--- config.mk ---
export PLATFORM = sky130hd
export DESIGN_NAME = angle_output_port
export DESIGN_NICKNAME = d
export VERILOG_FILES = /design/src/shared/angle_port_pkg.sv /design/src/rtl/pin_sync.sv /design/src/rtl/serial_word_shifter.sv /design/src/rtl/angle_output_port.sv
export SDC_FILE = /design/constraint.sdc
export NUM_CORES = 1
export LEC_CHECK = 0
export ABC_CLOCK_PERIOD_IN_PS = 5100
export BUFFER_PORTS_ARGS = -buffer_cell sky130_fd_sc_hd__buf_4
export CAP_MARGIN = 25
export CORE_MARGIN = 2
export CORE_UTILIZATION = 50
export DETAILED_ROUTE_END_ITERATION = 8
export PLACE_DENSITY = 0.88
export SLEW_MARGIN = 20
export SYNTH_ARGS = -nofsm -noshare
export SYNTH_HDL_FRONTEND = slang
export SYNTH_SLANG_ARGS = --single-unit
--- constraint.sdc ---
create_clock -name clk -period 5.1 [get_ports clk]
set_input_delay 0.51 -clock clk [delete_from_list [all_inputs] [get_ports clk]]
set_output_delay 0.51 -clock clk [all_outputs]
set_load 0.03 [all_outputs]
--- src/shared/angle_port_pkg.sv ---
// Constants, register map and carriers for the angle output port
package angle_port_pkg;
    // Word geometry
    localparam int FULL_BITS = 22;
    localparam int PHASE_W = 10;
    // Timing, clock at 25 MHz
    localparam int CLK_HZ = 25000000;
    localparam int CLK_PERIOD_PS = 40000;
    localparam int SAMPLE_RATE_HZ = 32768;
    localparam int SAMPLE_CYCLES = (CLK_HZ + SAMPLE_RATE_HZ / 2) / SAMPLE_RATE_HZ;
    localparam int MARKER_WIDTH_PS = 3820000;
    localparam int MARKER_CYCLES =
        (MARKER_WIDTH_PS + CLK_PERIOD_PS - 1) / CLK_PERIOD_PS;
    localparam int UPDATE_LEAD_PS = 1910000;
    localparam int UPDATE_LEAD_CYCLES =
        (UPDATE_LEAD_PS + CLK_PERIOD_PS - 1) / CLK_PERIOD_PS;
    // Register offsets
    localparam logic [7:0] ADDR_CTRL = 8'h00;
    localparam logic [7:0] ADDR_STATUS = 8'h04;
    localparam logic [7:0] ADDR_POSITION = 8'h08;
    localparam logic [7:0] ADDR_IRQ_STATUS = 8'h0c;
    localparam logic [7:0] ADDR_IRQ_MASK = 8'h10;
    // Control fields and reset values
    localparam int CTRL_SERIAL_BIT = 0;
    localparam int CTRL_FLAG_BIT = 1;
    localparam logic [1:0] CTRL_RESET = 2'h0;
    localparam logic [3:0] IRQ_MASK_RESET = 4'h0;
    // Pin synchroniser reset levels: direction and hold idle high
    localparam logic [2:0] PIN_SYNC_RESET = 3'h3;
    // Control register carrier
    typedef struct packed {
        logic flag_in_serial;
        logic serial_model;
    } ctrl_s;
    // Interrupt event carrier, bit 3 first
    typedef struct packed {
        logic test_fail;
        logic serial_done;
        logic hold_granted;
        logic sample_update;
    } irq_events_s;
endpackage : angle_port_pkg

--- src/rtl/pin_sync.sv ---
// Two-stage synchroniser for pins from outside the clock domain
`timescale 1ns/10ps
module pin_sync
    import angle_port_pkg::*;
#(
    parameter int WIDTH = 1,
    parameter logic [WIDTH-1:0] RESET_VALUE = '0
) (
    input wire logic clk,
    input wire logic reset,
    input wire logic [WIDTH-1:0] async_in,
    output logic [WIDTH-1:0] sync_out
);
    logic [WIDTH-1:0] stage1;

    // One chain per bit; only the second stage is ever read
    genvar i;
    generate
        for (i = 0; i < WIDTH; i++) begin : g_bit
            always_ff @(posedge clk or posedge reset) begin
                if (reset) begin
                    stage1[i] <= RESET_VALUE[i];
                    sync_out[i] <= RESET_VALUE[i];
                end else begin
                    stage1[i] <= async_in[i];
                    sync_out[i] <= stage1[i];
                end
            end
        end
    endgenerate
endmodule : pin_sync

--- src/rtl/serial_word_shifter.sv ---
// Serial interrogation: capture on read, shift out LSB first
`timescale 1ns/10ps
module serial_word_shifter
    import angle_port_pkg::*;
(
    input wire logic clk,
    input wire logic reset,
    input wire logic enable,
    input wire logic read_s,
    input wire logic shift_s,
    input wire logic [FULL_BITS:0] word,
    input wire logic [4:0] total_bits,
    output logic ready,
    output logic serial_data,
    output logic done_pulse
);
    logic read_q;
    logic shift_q;
    logic read_rise;
    logic shift_rise;
    logic [FULL_BITS:0] shreg;
    logic [4:0] sent;

    // Edge history of the synchronised pins
    always_ff @(posedge clk or posedge reset) begin
        if (reset) begin
            read_q <= 1'b0;
            shift_q <= 1'b0;
        end else begin
            read_q <= read_s;
            shift_q <= shift_s;
        end
    end

    assign read_rise = enable && read_s && !read_q;
    assign shift_rise = enable && shift_s && !shift_q;

    // A new read always restarts, even mid-word
    always_ff @(posedge clk or posedge reset) begin
        if (reset) begin
            shreg <= '0;
            sent <= 5'h0;
            ready <= 1'b0;
            serial_data <= 1'b0;
            done_pulse <= 1'b0;
        end else begin
            done_pulse <= 1'b0;
            if (read_rise) begin
                shreg <= word;
                sent <= 5'h0;
                ready <= 1'b1;
                serial_data <= word[0];
            end else if (shift_rise && ready) begin
                shreg <= {1'b0, shreg[FULL_BITS:1]};
                serial_data <= shreg[1];
                sent <= sent + 5'h1;
                if (sent + 5'h1 == total_bits) begin
                    ready <= 1'b0;
                    done_pulse <= 1'b1;
                    serial_data <= 1'b0;
                end
            end else if (!enable) begin
                ready <= 1'b0;
            end
        end
    end

    chk_ready_after_read: assert property (
        @(posedge clk) disable iff (reset)
        read_rise |=> ready && serial_data == $past(word[0]))
        else $error("ready did not follow read");
    chk_lsb_first: assert property (
        @(posedge clk) disable iff (reset)
        (shift_rise && ready && !read_rise && sent + 5'h1 != total_bits)
        |=> serial_data == $past(shreg[1]) && sent == $past(sent) + 5'h1)
        else $error("serial bit order wrong");
    chk_word_stable: assert property (
        @(posedge clk) disable iff (reset)
        (!read_rise && !shift_rise) |=> $stable(shreg))
        else $error("captured word moved");
    chk_word_end: assert property (
        @(posedge clk) disable iff (reset)
        (ready && shift_rise && !read_rise && sent + 5'h1 == total_bits)
        |=> !ready && done_pulse)
        else $error("word did not end after last bit");
endmodule : serial_word_shifter

--- src/rtl/angle_output_port.sv ---
// Position output port: sampling, marker, hold handshake, serial, registers
//
// Design decisions made here: the plain strobed port and the placing of the registers.
`timescale 1ns/10ps

// Overview of operation
// - Binary angle word, MSB is half turn
// - Marker 3.82 us, leads update 1.91 us
// - Hold request low freezes parallel outputs
// - Frozen word is last sample before hold
// - Acknowledge hold at once if marker idle
// - Marker active delays acknowledge until it ends
// - Request release drops acknowledge, resumes updates
// - Serial models drop marker and hold handshake
// - Ready rises once captured word is available
// - Each shift pulse outputs next bit, LSB first
// - Direction pin picks clockwise or counterclockwise count
// - Self-test output low on detected failure
// - Resolution 17 to 22, unused bits zero
// - New sample every 1/32768 second
module angle_output_port
    import angle_port_pkg::*;
#(
    parameter int RESOLUTION = 22
) (
    input wire logic clk,
    input wire logic reset,
    input wire logic [7:0] addr,
    input wire logic [31:0] wdata,
    input wire logic wr,
    input wire logic rd,
    output logic [31:0] rdata,
    input wire logic [FULL_BITS-1:0] raw_angle,
    input wire logic test_fail,
    input wire logic direction_cw,
    input wire logic hold_request_n,
    input wire logic read_request,
    input wire logic serial_shift_clock,
    output logic [FULL_BITS-1:0] position_word,
    output logic update_marker,
    output logic hold_ack,
    output logic ready,
    output logic serial_data,
    output logic self_test_n,
    output logic irq
);
    // Bits below the configured LSB stay at zero
    localparam int DROP = FULL_BITS - RESOLUTION;
    localparam logic [FULL_BITS-1:0] RES_MASK = ~((22'h1 << DROP) - 22'h1);
    localparam logic [PHASE_W-1:0] PHASE_LAST = PHASE_W'(SAMPLE_CYCLES - 1);
    localparam logic [PHASE_W-1:0] PHASE_MARKER = PHASE_W'(MARKER_CYCLES);
    localparam logic [PHASE_W-1:0] PHASE_UPDATE = PHASE_W'(UPDATE_LEAD_CYCLES);

    typedef enum {
        HOLD_TRACK,
        HOLD_WAIT,
        HOLD_GRANTED
    } hold_state_e;

    ctrl_s ctrl;
    irq_events_s events;
    logic [3:0] irq_status;
    logic [3:0] irq_mask;
    logic [3:0] irq_clear;
    logic [2:0] pins_s;
    logic dir_s;
    logic hold_n_s;
    logic read_s;
    logic shift_s;
    logic [PHASE_W-1:0] phase;
    logic [PHASE_W-1:0] next_phase;
    logic [FULL_BITS-1:0] raw_masked;
    logic [FULL_BITS-1:0] oriented;
    logic [FULL_BITS-1:0] sample_reg;
    logic [FULL_BITS:0] serial_word;
    logic [4:0] serial_bits;
    logic test_fail_q;
    logic serial_done;
    logic freeze_entry;
    logic update_ok;
    hold_state_e hold_state;
    hold_state_e next_hold_state;

    // Pins from outside: direction, hold request, serial read
    pin_sync #(
        .WIDTH(3),
        .RESET_VALUE(PIN_SYNC_RESET)
    ) u_pin_sync (
        .clk(clk),
        .reset(reset),
        .async_in({read_request, hold_request_n, direction_cw}),
        .sync_out(pins_s)
    );

    // The shift clock is its own synchroniser; the host runs it near 3 MHz
    pin_sync #(
        .WIDTH(1),
        .RESET_VALUE(1'b0)
    ) u_clk_sync (
        .clk(clk),
        .reset(reset),
        .async_in(serial_shift_clock),
        .sync_out(shift_s)
    );

    assign dir_s = pins_s[0];
    assign hold_n_s = pins_s[1];
    assign read_s = pins_s[2];

    // Sample period counter
    assign next_phase = (phase == PHASE_LAST) ? '0 : phase + PHASE_W'(1);

    always_ff @(posedge clk or posedge reset) begin
        if (reset) begin
            phase <= PHASE_LAST;
        end else begin
            phase <= next_phase;
        end
    end

    // Orientation of the count; open direction pin reads high
    assign raw_masked = raw_angle & RES_MASK;
    assign oriented = dir_s ? raw_masked : (~raw_masked + 22'h1) & RES_MASK;

    // Take a new sample at the start of each period
    always_ff @(posedge clk or posedge reset) begin
        if (reset) begin
            sample_reg <= '0;
        end else if (next_phase == '0) begin
            sample_reg <= oriented;
        end
    end

    // Marker opens each period; absent on serial models
    always_ff @(posedge clk or posedge reset) begin
        if (reset) begin
            update_marker <= 1'b0;
        end else begin
            update_marker <= !ctrl.serial_model && (next_phase < PHASE_MARKER);
        end
    end

    // Hold handshake state
    always_comb begin
        next_hold_state = hold_state;
        case (hold_state)
            HOLD_TRACK: begin
                if (!hold_n_s) begin
                    next_hold_state = update_marker ? HOLD_WAIT : HOLD_GRANTED;
                end
            end
            HOLD_WAIT: begin
                if (hold_n_s) begin
                    next_hold_state = HOLD_TRACK;
                end else if (!update_marker) begin
                    next_hold_state = HOLD_GRANTED;
                end
            end
            HOLD_GRANTED: begin
                if (hold_n_s) begin
                    next_hold_state = HOLD_TRACK;
                end
            end
            default: begin
                next_hold_state = HOLD_TRACK;
            end
        endcase
        if (ctrl.serial_model) begin
            next_hold_state = HOLD_TRACK;
        end
    end

    always_ff @(posedge clk or posedge reset) begin
        if (reset) begin
            hold_state <= HOLD_TRACK;
            hold_ack <= 1'b0;
        end else begin
            hold_state <= next_hold_state;
            hold_ack <= (next_hold_state == HOLD_GRANTED);
        end
    end

    assign freeze_entry = (hold_state == HOLD_TRACK) && (next_hold_state != HOLD_TRACK);
    assign update_ok = (hold_state == HOLD_TRACK) && (next_hold_state == HOLD_TRACK);

    // Parallel word: updated mid-marker, frozen while held
    always_ff @(posedge clk or posedge reset) begin
        if (reset) begin
            position_word <= '0;
        end else if (freeze_entry) begin
            position_word <= sample_reg;
        end else if (update_ok && next_phase == PHASE_UPDATE) begin
            position_word <= sample_reg;
        end
    end

    // Self-test pin is low on failure
    always_ff @(posedge clk or posedge reset) begin
        if (reset) begin
            self_test_n <= 1'b1;
            test_fail_q <= 1'b0;
        end else begin
            self_test_n <= !test_fail;
            test_fail_q <= test_fail;
        end
    end

    // Serial word right aligned, optional flag one place above the angle MSB
    always_comb begin
        serial_word = '0;
        serial_word[RESOLUTION-1:0] = sample_reg[FULL_BITS-1:DROP];
        serial_word[RESOLUTION] = ctrl.flag_in_serial && !test_fail;
        serial_bits = 5'(RESOLUTION) + {4'h0, ctrl.flag_in_serial};
    end

    serial_word_shifter u_shifter (
        .clk(clk),
        .reset(reset),
        .enable(ctrl.serial_model),
        .read_s(read_s),
        .shift_s(shift_s),
        .word(serial_word),
        .total_bits(serial_bits),
        .ready(ready),
        .serial_data(serial_data),
        .done_pulse(serial_done)
    );

    // Interrupt events
    assign events.sample_update = update_ok && next_phase == PHASE_UPDATE;
    assign events.hold_granted = next_hold_state == HOLD_GRANTED && !hold_ack;
    assign events.serial_done = serial_done;
    assign events.test_fail = test_fail && !test_fail_q;
    assign irq_clear = (wr && addr == ADDR_IRQ_STATUS) ? wdata[3:0] : 4'h0;

    // Sticky status; a new event beats a clear in the same cycle
    always_ff @(posedge clk or posedge reset) begin
        if (reset) begin
            irq_status <= 4'h0;
            irq <= 1'b0;
        end else begin
            irq_status <= (irq_status & ~irq_clear) | events;
            irq <= |(irq_status & irq_mask);
        end
    end

    // Register writes
    always_ff @(posedge clk or posedge reset) begin
        if (reset) begin
            ctrl <= CTRL_RESET;
            irq_mask <= IRQ_MASK_RESET;
        end else if (wr) begin
            if (addr == ADDR_CTRL) begin
                ctrl.serial_model <= wdata[CTRL_SERIAL_BIT];
                ctrl.flag_in_serial <= wdata[CTRL_FLAG_BIT];
            end
            if (addr == ADDR_IRQ_MASK) begin
                irq_mask <= wdata[3:0];
            end
        end
    end

    // Read data one cycle after the strobe; unmapped reads zero
    always_ff @(posedge clk or posedge reset) begin
        if (reset) begin
            rdata <= '0;
        end else if (rd) begin
            case (addr)
                ADDR_CTRL: rdata <= {30'h0, ctrl};
                ADDR_STATUS: rdata <= {28'h0, test_fail, ready, hold_ack, update_marker};
                ADDR_POSITION: rdata <= {10'h0, position_word};
                ADDR_IRQ_STATUS: rdata <= {28'h0, irq_status};
                ADDR_IRQ_MASK: rdata <= {28'h0, irq_mask};
                default: rdata <= '0;
            endcase
        end else begin
            rdata <= '0;
        end
    end

    chk_marker_width: assert property (
        @(posedge clk) disable iff (reset)
        $rose(update_marker) && !ctrl.serial_model |-> ##95 update_marker ##1 !update_marker)
        else $error("marker width wrong");
    chk_update_lead: assert property (
        @(posedge clk) disable iff (reset)
        $changed(position_word) && $past(hold_state) == HOLD_TRACK
            && hold_state == HOLD_TRACK && !ctrl.serial_model
        |-> $past(update_marker, 48) && !$past(update_marker, 49))
        else $error("word changed off the marker lead");
    chk_sample_period: assert property (
        @(posedge clk) disable iff (reset)
        phase == PHASE_LAST |=> phase == '0 && sample_reg == $past(oriented))
        else $error("sample period broken");
    chk_hold_freeze: assert property (
        @(posedge clk) disable iff (reset)
        hold_state != HOLD_TRACK && !hold_n_s |=> $stable(position_word))
        else $error("word moved during hold");
    chk_hold_word: assert property (
        @(posedge clk) disable iff (reset)
        freeze_entry |=> position_word == $past(sample_reg))
        else $error("held word is not last sample");
    chk_ack_prompt: assert property (
        @(posedge clk) disable iff (reset)
        hold_state == HOLD_TRACK && !hold_n_s && !update_marker && !ctrl.serial_model
        |=> hold_ack)
        else $error("hold not acknowledged");
    chk_ack_after_marker: assert property (
        @(posedge clk) disable iff (reset)
        $rose(hold_ack) |-> !$past(update_marker) && !$past(hold_n_s))
        else $error("acknowledge during marker");
    chk_ack_release: assert property (
        @(posedge clk) disable iff (reset)
        hold_n_s |=> !hold_ack ##1 hold_state == HOLD_TRACK || !hold_n_s)
        else $error("acknowledge stuck after release");
    chk_serial_quiet: assert property (
        @(posedge clk) disable iff (reset)
        ctrl.serial_model && $past(ctrl.serial_model) |-> !update_marker && !hold_ack)
        else $error("parallel handshake on serial model");
    chk_direction: assert property (
        @(posedge clk) disable iff (reset)
        next_phase == '0 && !dir_s |=> sample_reg == ((~$past(raw_masked) + 22'h1) & RES_MASK))
        else $error("counterclockwise count wrong");
    chk_test_output: assert property (
        @(posedge clk) disable iff (reset)
        test_fail |=> !self_test_n)
        else $error("self-test pin not low on fail");
    chk_unused_bits: assert property (
        @(posedge clk) disable iff (reset)
        (position_word & ~RES_MASK) == '0)
        else $error("unused position bits driven");
endmodule : angle_output_port

# Yosys cells after proc, flatten, opt, wreduce, memory -nomap -nowiden
# Index checks and enable logic that the tools add are counted.
[totals] regBits=174 elab_cells=110
[op_classes] n_reduce_logical=31 order_cmp=1 bitwise=5 addsub=4 n_eq_ne=12 n_mux=28
[op_table] cell="$mux W32" n=6
[op_table] cell="$pmux W22 S5" n=1
[op_table] cell="$logic_not A32 Y1" n=3
[op_table] cell="$pmux W32 S3" n=1
[op_table] cell="$mux W22" n=3
[op_table] cell="$mux W23" n=2
[op_table] cell="$eq A32 B1 Y1 const B" n=1
[op_table] cell="$eq A32 B2 Y1 const B" n=1
[op_table] cell="$eq A32 B3 Y1 const B" n=1
[op_table] cell="$reduce_bool A32 Y1" n=1
[op_table] cell="$add A22 B1 Y22 const B" n=1
[op_table] cell="$not A22 Y22" n=1
[op_table] cell="$eq A8 B4 Y1 const B" n=2
[op_table] cell="$logic_and A1 B1 Y1" n=13
[op_table] cell="$add A10 B1 Y10 const B" n=1
[op_table] cell="$eq A10 B10 Y1 const B" n=1
[op_table] cell="$eq A10 B6 Y1 const B" n=1
[op_table] cell="$logic_not A10 Y1" n=1
[op_table] cell="$lt A10 B7 Y1 const B" n=1
[op_table] cell="$mux W1" n=10
[op_table] cell="$mux W10" n=1
[op_table] cell="$mux W5" n=2
[op_table] cell="$and A4 B4 Y4" n=2
[op_table] cell="$eq A8 B3 Y1 const B" n=1
[op_table] cell="15 further kinds" n=23

# Depth between registers and ports, before layout
[depth] depth_word=9 mapped_depth=9 depth_no_buf=8

# Hierarchy
# From an unflattened synthesis, not the netlist that was laid out.
[hier_totals] hier_cells=566 hier_area_um2=6942.9
[by_module_without_submodules] module="angle_output_port" cells_per_inst=410 seq_area_each_um2=3088.0 area_each_um2=5201.2 n_inst=1
[by_module_without_submodules] module="serial_word_shifter" cells_per_inst=146 seq_area_each_um2=800.8 area_each_um2=1529.0 n_inst=1
[by_module_without_submodules] module="pin_sync (u_pin_sync)" cells_per_inst=7 seq_area_each_um2=155.1 area_each_um2=158.9 n_inst=1
[by_module_without_submodules] module="pin_sync (u_clk_sync)" cells_per_inst=3 seq_area_each_um2=50.0 area_each_um2=53.8 n_inst=1

# Worst setup path after synthesis
# Ideal clock, no wire load.
[synth_path] path_type="flip-flop to flip-flop" start="register phase[1]" end="register position_word[0]" n_path_buf=1 setup_ps=125 t_required_ps=4975 slack_ps=2757 arrival_time_ps=2217 stages_incl_launch_ff=9 period_less_slack_ps=2343 cell_sequence="dfstp_2 ha_1 nand3_1 o22a_1 o22ai_2 o211ai_2 a21oi_4 buf_6 mux2_4"
[synth_between] elab_chain_cells=5 elab_cells_between_ends=6
[synth_lines] element="start: declaration" line_no="angle_output_port.sv:70" text="logic [PHASE_W-1:0] phase;"
[synth_lines] element="start signal: assignment" line_no="angle_output_port.sv:117" text="phase <= next_phase;"
[synth_lines] element="$add A10 B1 Y10 / $eq A10 B10 Y1 (equally long branches)" line_no="angle_output_port.sv:111" text="assign next_phase = (phase == PHASE_LAST) ? '0 : phase + PHASE_W'(1);"
[synth_lines] element="$mux W10 (*)" line_no="angle_output_port.sv:111"
[synth_lines] element="$eq A10 B6 Y1 (*)" line_no="angle_output_port.sv:192" text="end else if (update_ok && next_phase == PHASE_UPDATE) begin"
[synth_lines] element="$logic_and A1 B1 Y1 (*)" line_no="angle_output_port.sv:192"
[synth_lines] element="$reduce_bool A2 Y1 (no source line) (*)"
[synth_lines] element="end signal: assignment" line_no="angle_output_port.sv:191" text="position_word <= sample_reg;"
[synth_lines] element="end signal: assignment" line_no="angle_output_port.sv:193" text="position_word <= sample_reg;"
[synth_lines] element="end: declaration" line_no="angle_output_port.sv:39" text="output logic [FULL_BITS-1:0] position_word,"
# Mark *: on every way between the ends. The rest lies on a longest branch, timed or not.
# A chain may end at the register's enable or synchronous reset.

# Final worst setup path
[layout_path] start="register phase[1]" end="register position_word[21]"
# Same word-level chain as after synthesis.

==> impl_results.md <==
* Postcts setup bufs at 0
* DR pass1 iterations at 7
* Unrepaired setup endpoints after global routing: no
* Final Cell Area at roughly 8400 µm²
* Reg2Reg Depth at 8
* Vias in the first global route at 4818
* Drt total wl at 15000 µm
* First-pass GRT wire length at 24000 µm
* Worst slew margin at 40.2%
* Clock sinks at about 160
* CP Capture Type: flip-flop
* Hold_buf cts at 0
* # DRC at 0
* Clock Pin Slew Worst Setup and Hold Paths at 0.06 ns
* Width of the die at approximately 120 µm
* Slowest CP cell: dfstp_2
* Iteration-0 DRC Markers at 438
* Synth Warn # at 0
* H-tree lvl count at 4
* CP Max Fanout at 13
* CP required at around 5.4 ns
* Post-detail-place hpwl at about 10000 µm
* Routed Antenna Nets at 0
* Crit path launch type: flip-flop
* Post-synth top flop: dfrtp_1
* List of most frequent post-synthesis cells: dfrtp_1 (151), nand2_1 (70), nor2_1 (55), a21oi_1 (25), xor2_1 (25)
* Worst skew pair latency at 0.43 ns
* Outcome: finished, final reports clean
* TNS Setup at 0 ns
* Fmax achieved at 331 MHz
* Met3 routed WL at 758 µm
* Core area at about 14000 µm²
* Metal2 WL at roughly 7400 µm
* Max-slew violations at 0
* TritonCTS clock tree: built
* Worst reg2reg setup slack at 2.08 ns
* DRT met1 WL at 6430 µm
* Top-level port count at 131
* WL/cell at roughly 17 µm
* Port Buffers at 92
* Root buffer cell: clkbuf_16
* Sequential share of the synthesized area at between 50% and 60%
* P_leak at 4.21 nW
* Die span in y at 122 µm
* Setup CP Type: flip-flop to flip-flop
* Minimum clock period at 3.02 ns
* Num rows at 43
* Hold Path Class: input pin to asynchronous set/reset pin
* Die Area at about 15000 µm²
* Fin crit share at 59.2%
* Async S/R FF share, synth at 100%
* Antenna violations before repair at 0
* CP Capture Point: position_word[21]
* CP startpoint: phase[1]
* Post-synth top area share at a little over half
* Placed cell area at around 8000 µm²
* Top layer in use: met4
* Gpl congestion at 0.871
* GRT overflow at 0
* Total CTS buffers at 17
* Mapped Avg Cell Area at approximately 12 µm²
* Cell variety after synth at 59
* #FFs+latches synth at around 160
* Biggest register: hold_state
* Cell taking the most area after synthesis: dfrtp_1
* Via density at between 5 and 6
* Reg2Reg Capture Point: position_word[21]
* Area grow syn2layout at 21.3%
* Antenna diode count at 0
* Pwr Density at 329 nW/µm²
* Initial Util at between 50% and 60%
* Final #Nets at about 800
* CTS resizes at 0
* Least-Margin Pin Slew at 0.896 ns
* All-Layer GR Usage at a little over a fifth
* Mapped Area at 6940 µm²
* Worst Hold Slack at 0.136 ns
* RR Startpoint: phase[1]
* CTS Buffer Depth at 2
* EDFF count, synth at 0
* Clk_skew at 0.00913 ns
* Count of final setup violators at 0
* Crit-path cells: ha_1 > nand3_1 > o22a_1 > o22ai_2 > o211ai_2 > a21oi_4 > buf_16 > mux2_1
* Area contributors post-synth: dfrtp_1 (54%), dfstp_2 (4.5%), mux2_4 (4.3%)
* Most common cell in the netlist: dfrtp_1
* Crit path DAT at between 3 and 4 ns
* Share of layout cells above drive strength 1 at 25.1%
* Max FFs per register at 32
* DR vias at roughly 4900
* Syn Inst Count at 590
* Final Power at 2.77 mW
* Max rail drop VDD at 208 µV
* Worst path max stage delay at roughly 0.58 ns
* Largest net degree at the start of global routing at 63
* Final Hold Viols at 0
* Max-cap viol count at 0
power breakdown:
| group | leakage [nW] | switching [mW] | internal, mW |
|---|---|---|---|
| clock | 0.262 | 0.487 | 0.709 |
| combinational | 1.84 | 0.106 | 0.0711 |
| sequential | 2.11 | 0.0387 | 1.36 |
| total | 4.21 | 0.632 | 2.14 |
metal layers:
| metal | track usage (%) | vias up |
|---|---|---|
| met4 | 10.4 | 0 |
| li1 | - | 2246 |
| met3 | 4.59 | 30 |
| met1 | 28.0 | 2445 |
| met5 | 0 | - |
| met2 | 33.8 | 145 |
critical path: cells and delay by family (launching register included):
family	cells	cell delay, ns
mux	1	0.33
compound gates	4	1.21
buf+inv	1	0.23
simple gates	1	0.23
fa+ha+maj	1	0.31
flops	1	0.58
worst min path at each step:
stage | from | endpoint | depth (start not counted)
after floorplan | u_clk_sync.stage1 | u_clk_sync.sync_out | 0
after global placement | u_pin_sync.stage1[2] | u_pin_sync.sync_out[2] | 0
after CTS | reset | test_fail_q | 2
after global routing | reset | test_fail_q | 2
final | reset | test_fail_q | 2
after detailed placement | u_pin_sync.stage1[2] | u_pin_sync.sync_out[2] | 0
kinds of logic (layout without fill, tap and decap cells):
group,after synthesis,in the layout,synth area share (%)
AOI/OAI and AO/OA,81,81,7.91
xor gates and xnor gates,34,34,4.29
adders and majority gates,4,4,0.721
buffers and inverters,49,144,3.86
DFF,163,163,59.0
muxes,53,53,9.68
other,1,40,0.0540
and+or+nand+nor,205,205,14.5
per-stage QoR:
stage / setup slack (ns) / cells / utilization, %
floorplan: 0.205 / 629 / -
detailed placement: 1.97 / 871 / 57.1
global route: 1.93 / 904 / 61.4
global placement: 2.02 / 870 / 57.0
CTS: 1.96 / 903 / 61.2
finish: 2.08 / 904 / 61.4
placed cells by master (no fill, tap or decap), types with 2 or more instances in the layout:
cell type / netlist / layout
clkinvlp_4: 0 / 4
a22o_1: 3 / 3
a21oi_1: 25 / 25
nand4_1: 5 / 5
nor2_1: 55 / 55
o21ai_0: 6 / 6
xnor2_1: 9 / 9
nor3_2: 2 / 2
and3_1: 23 / 23
dfstp_2: 12 / 12
a32oi_1: 2 / 2
nor2_2: 3 / 3
nor3_1: 8 / 8
a222oi_1: 2 / 2
nand3_1: 9 / 9
a31oi_1: 24 / 24
mux2_2: 9 / 9
a22oi_1: 3 / 3
clkbuf_16: 0 / 17
mux2_4: 20 / 20
inv_1: 14 / 13
xor2_1: 25 / 25
mux2_1: 24 / 24
clkbuf_8: 0 / 3
nand2_1: 70 / 70
nor4_1: 10 / 10
nand2b_1: 2 / 2
and4_1: 4 / 4
ha_1: 4 / 4
and2_1: 3 / 3
clkinv_2: 0 / 2
buf_4: 13 / 96
dfrtp_1: 151 / 151
conb_1: 1 / 40
clkbuf_1: 14 / 4
a21o_1: 3 / 3
area by class of cell:
| type | instances | area (µm²) |
|---|---|---|
| clock buffer | 24 | 482 |
| clock inverter | 8 | 78.8 |
| fill | 1093 | 5290 |
| inverter | 14 | 57.6 |
| multi-input combinational | 417 | 2730 |
| sequential | 163 | 4090 |
| tap | 180 | 225 |
| timing repair buffer | 98 | 759 |
Power figures use the tool's default switching activity.
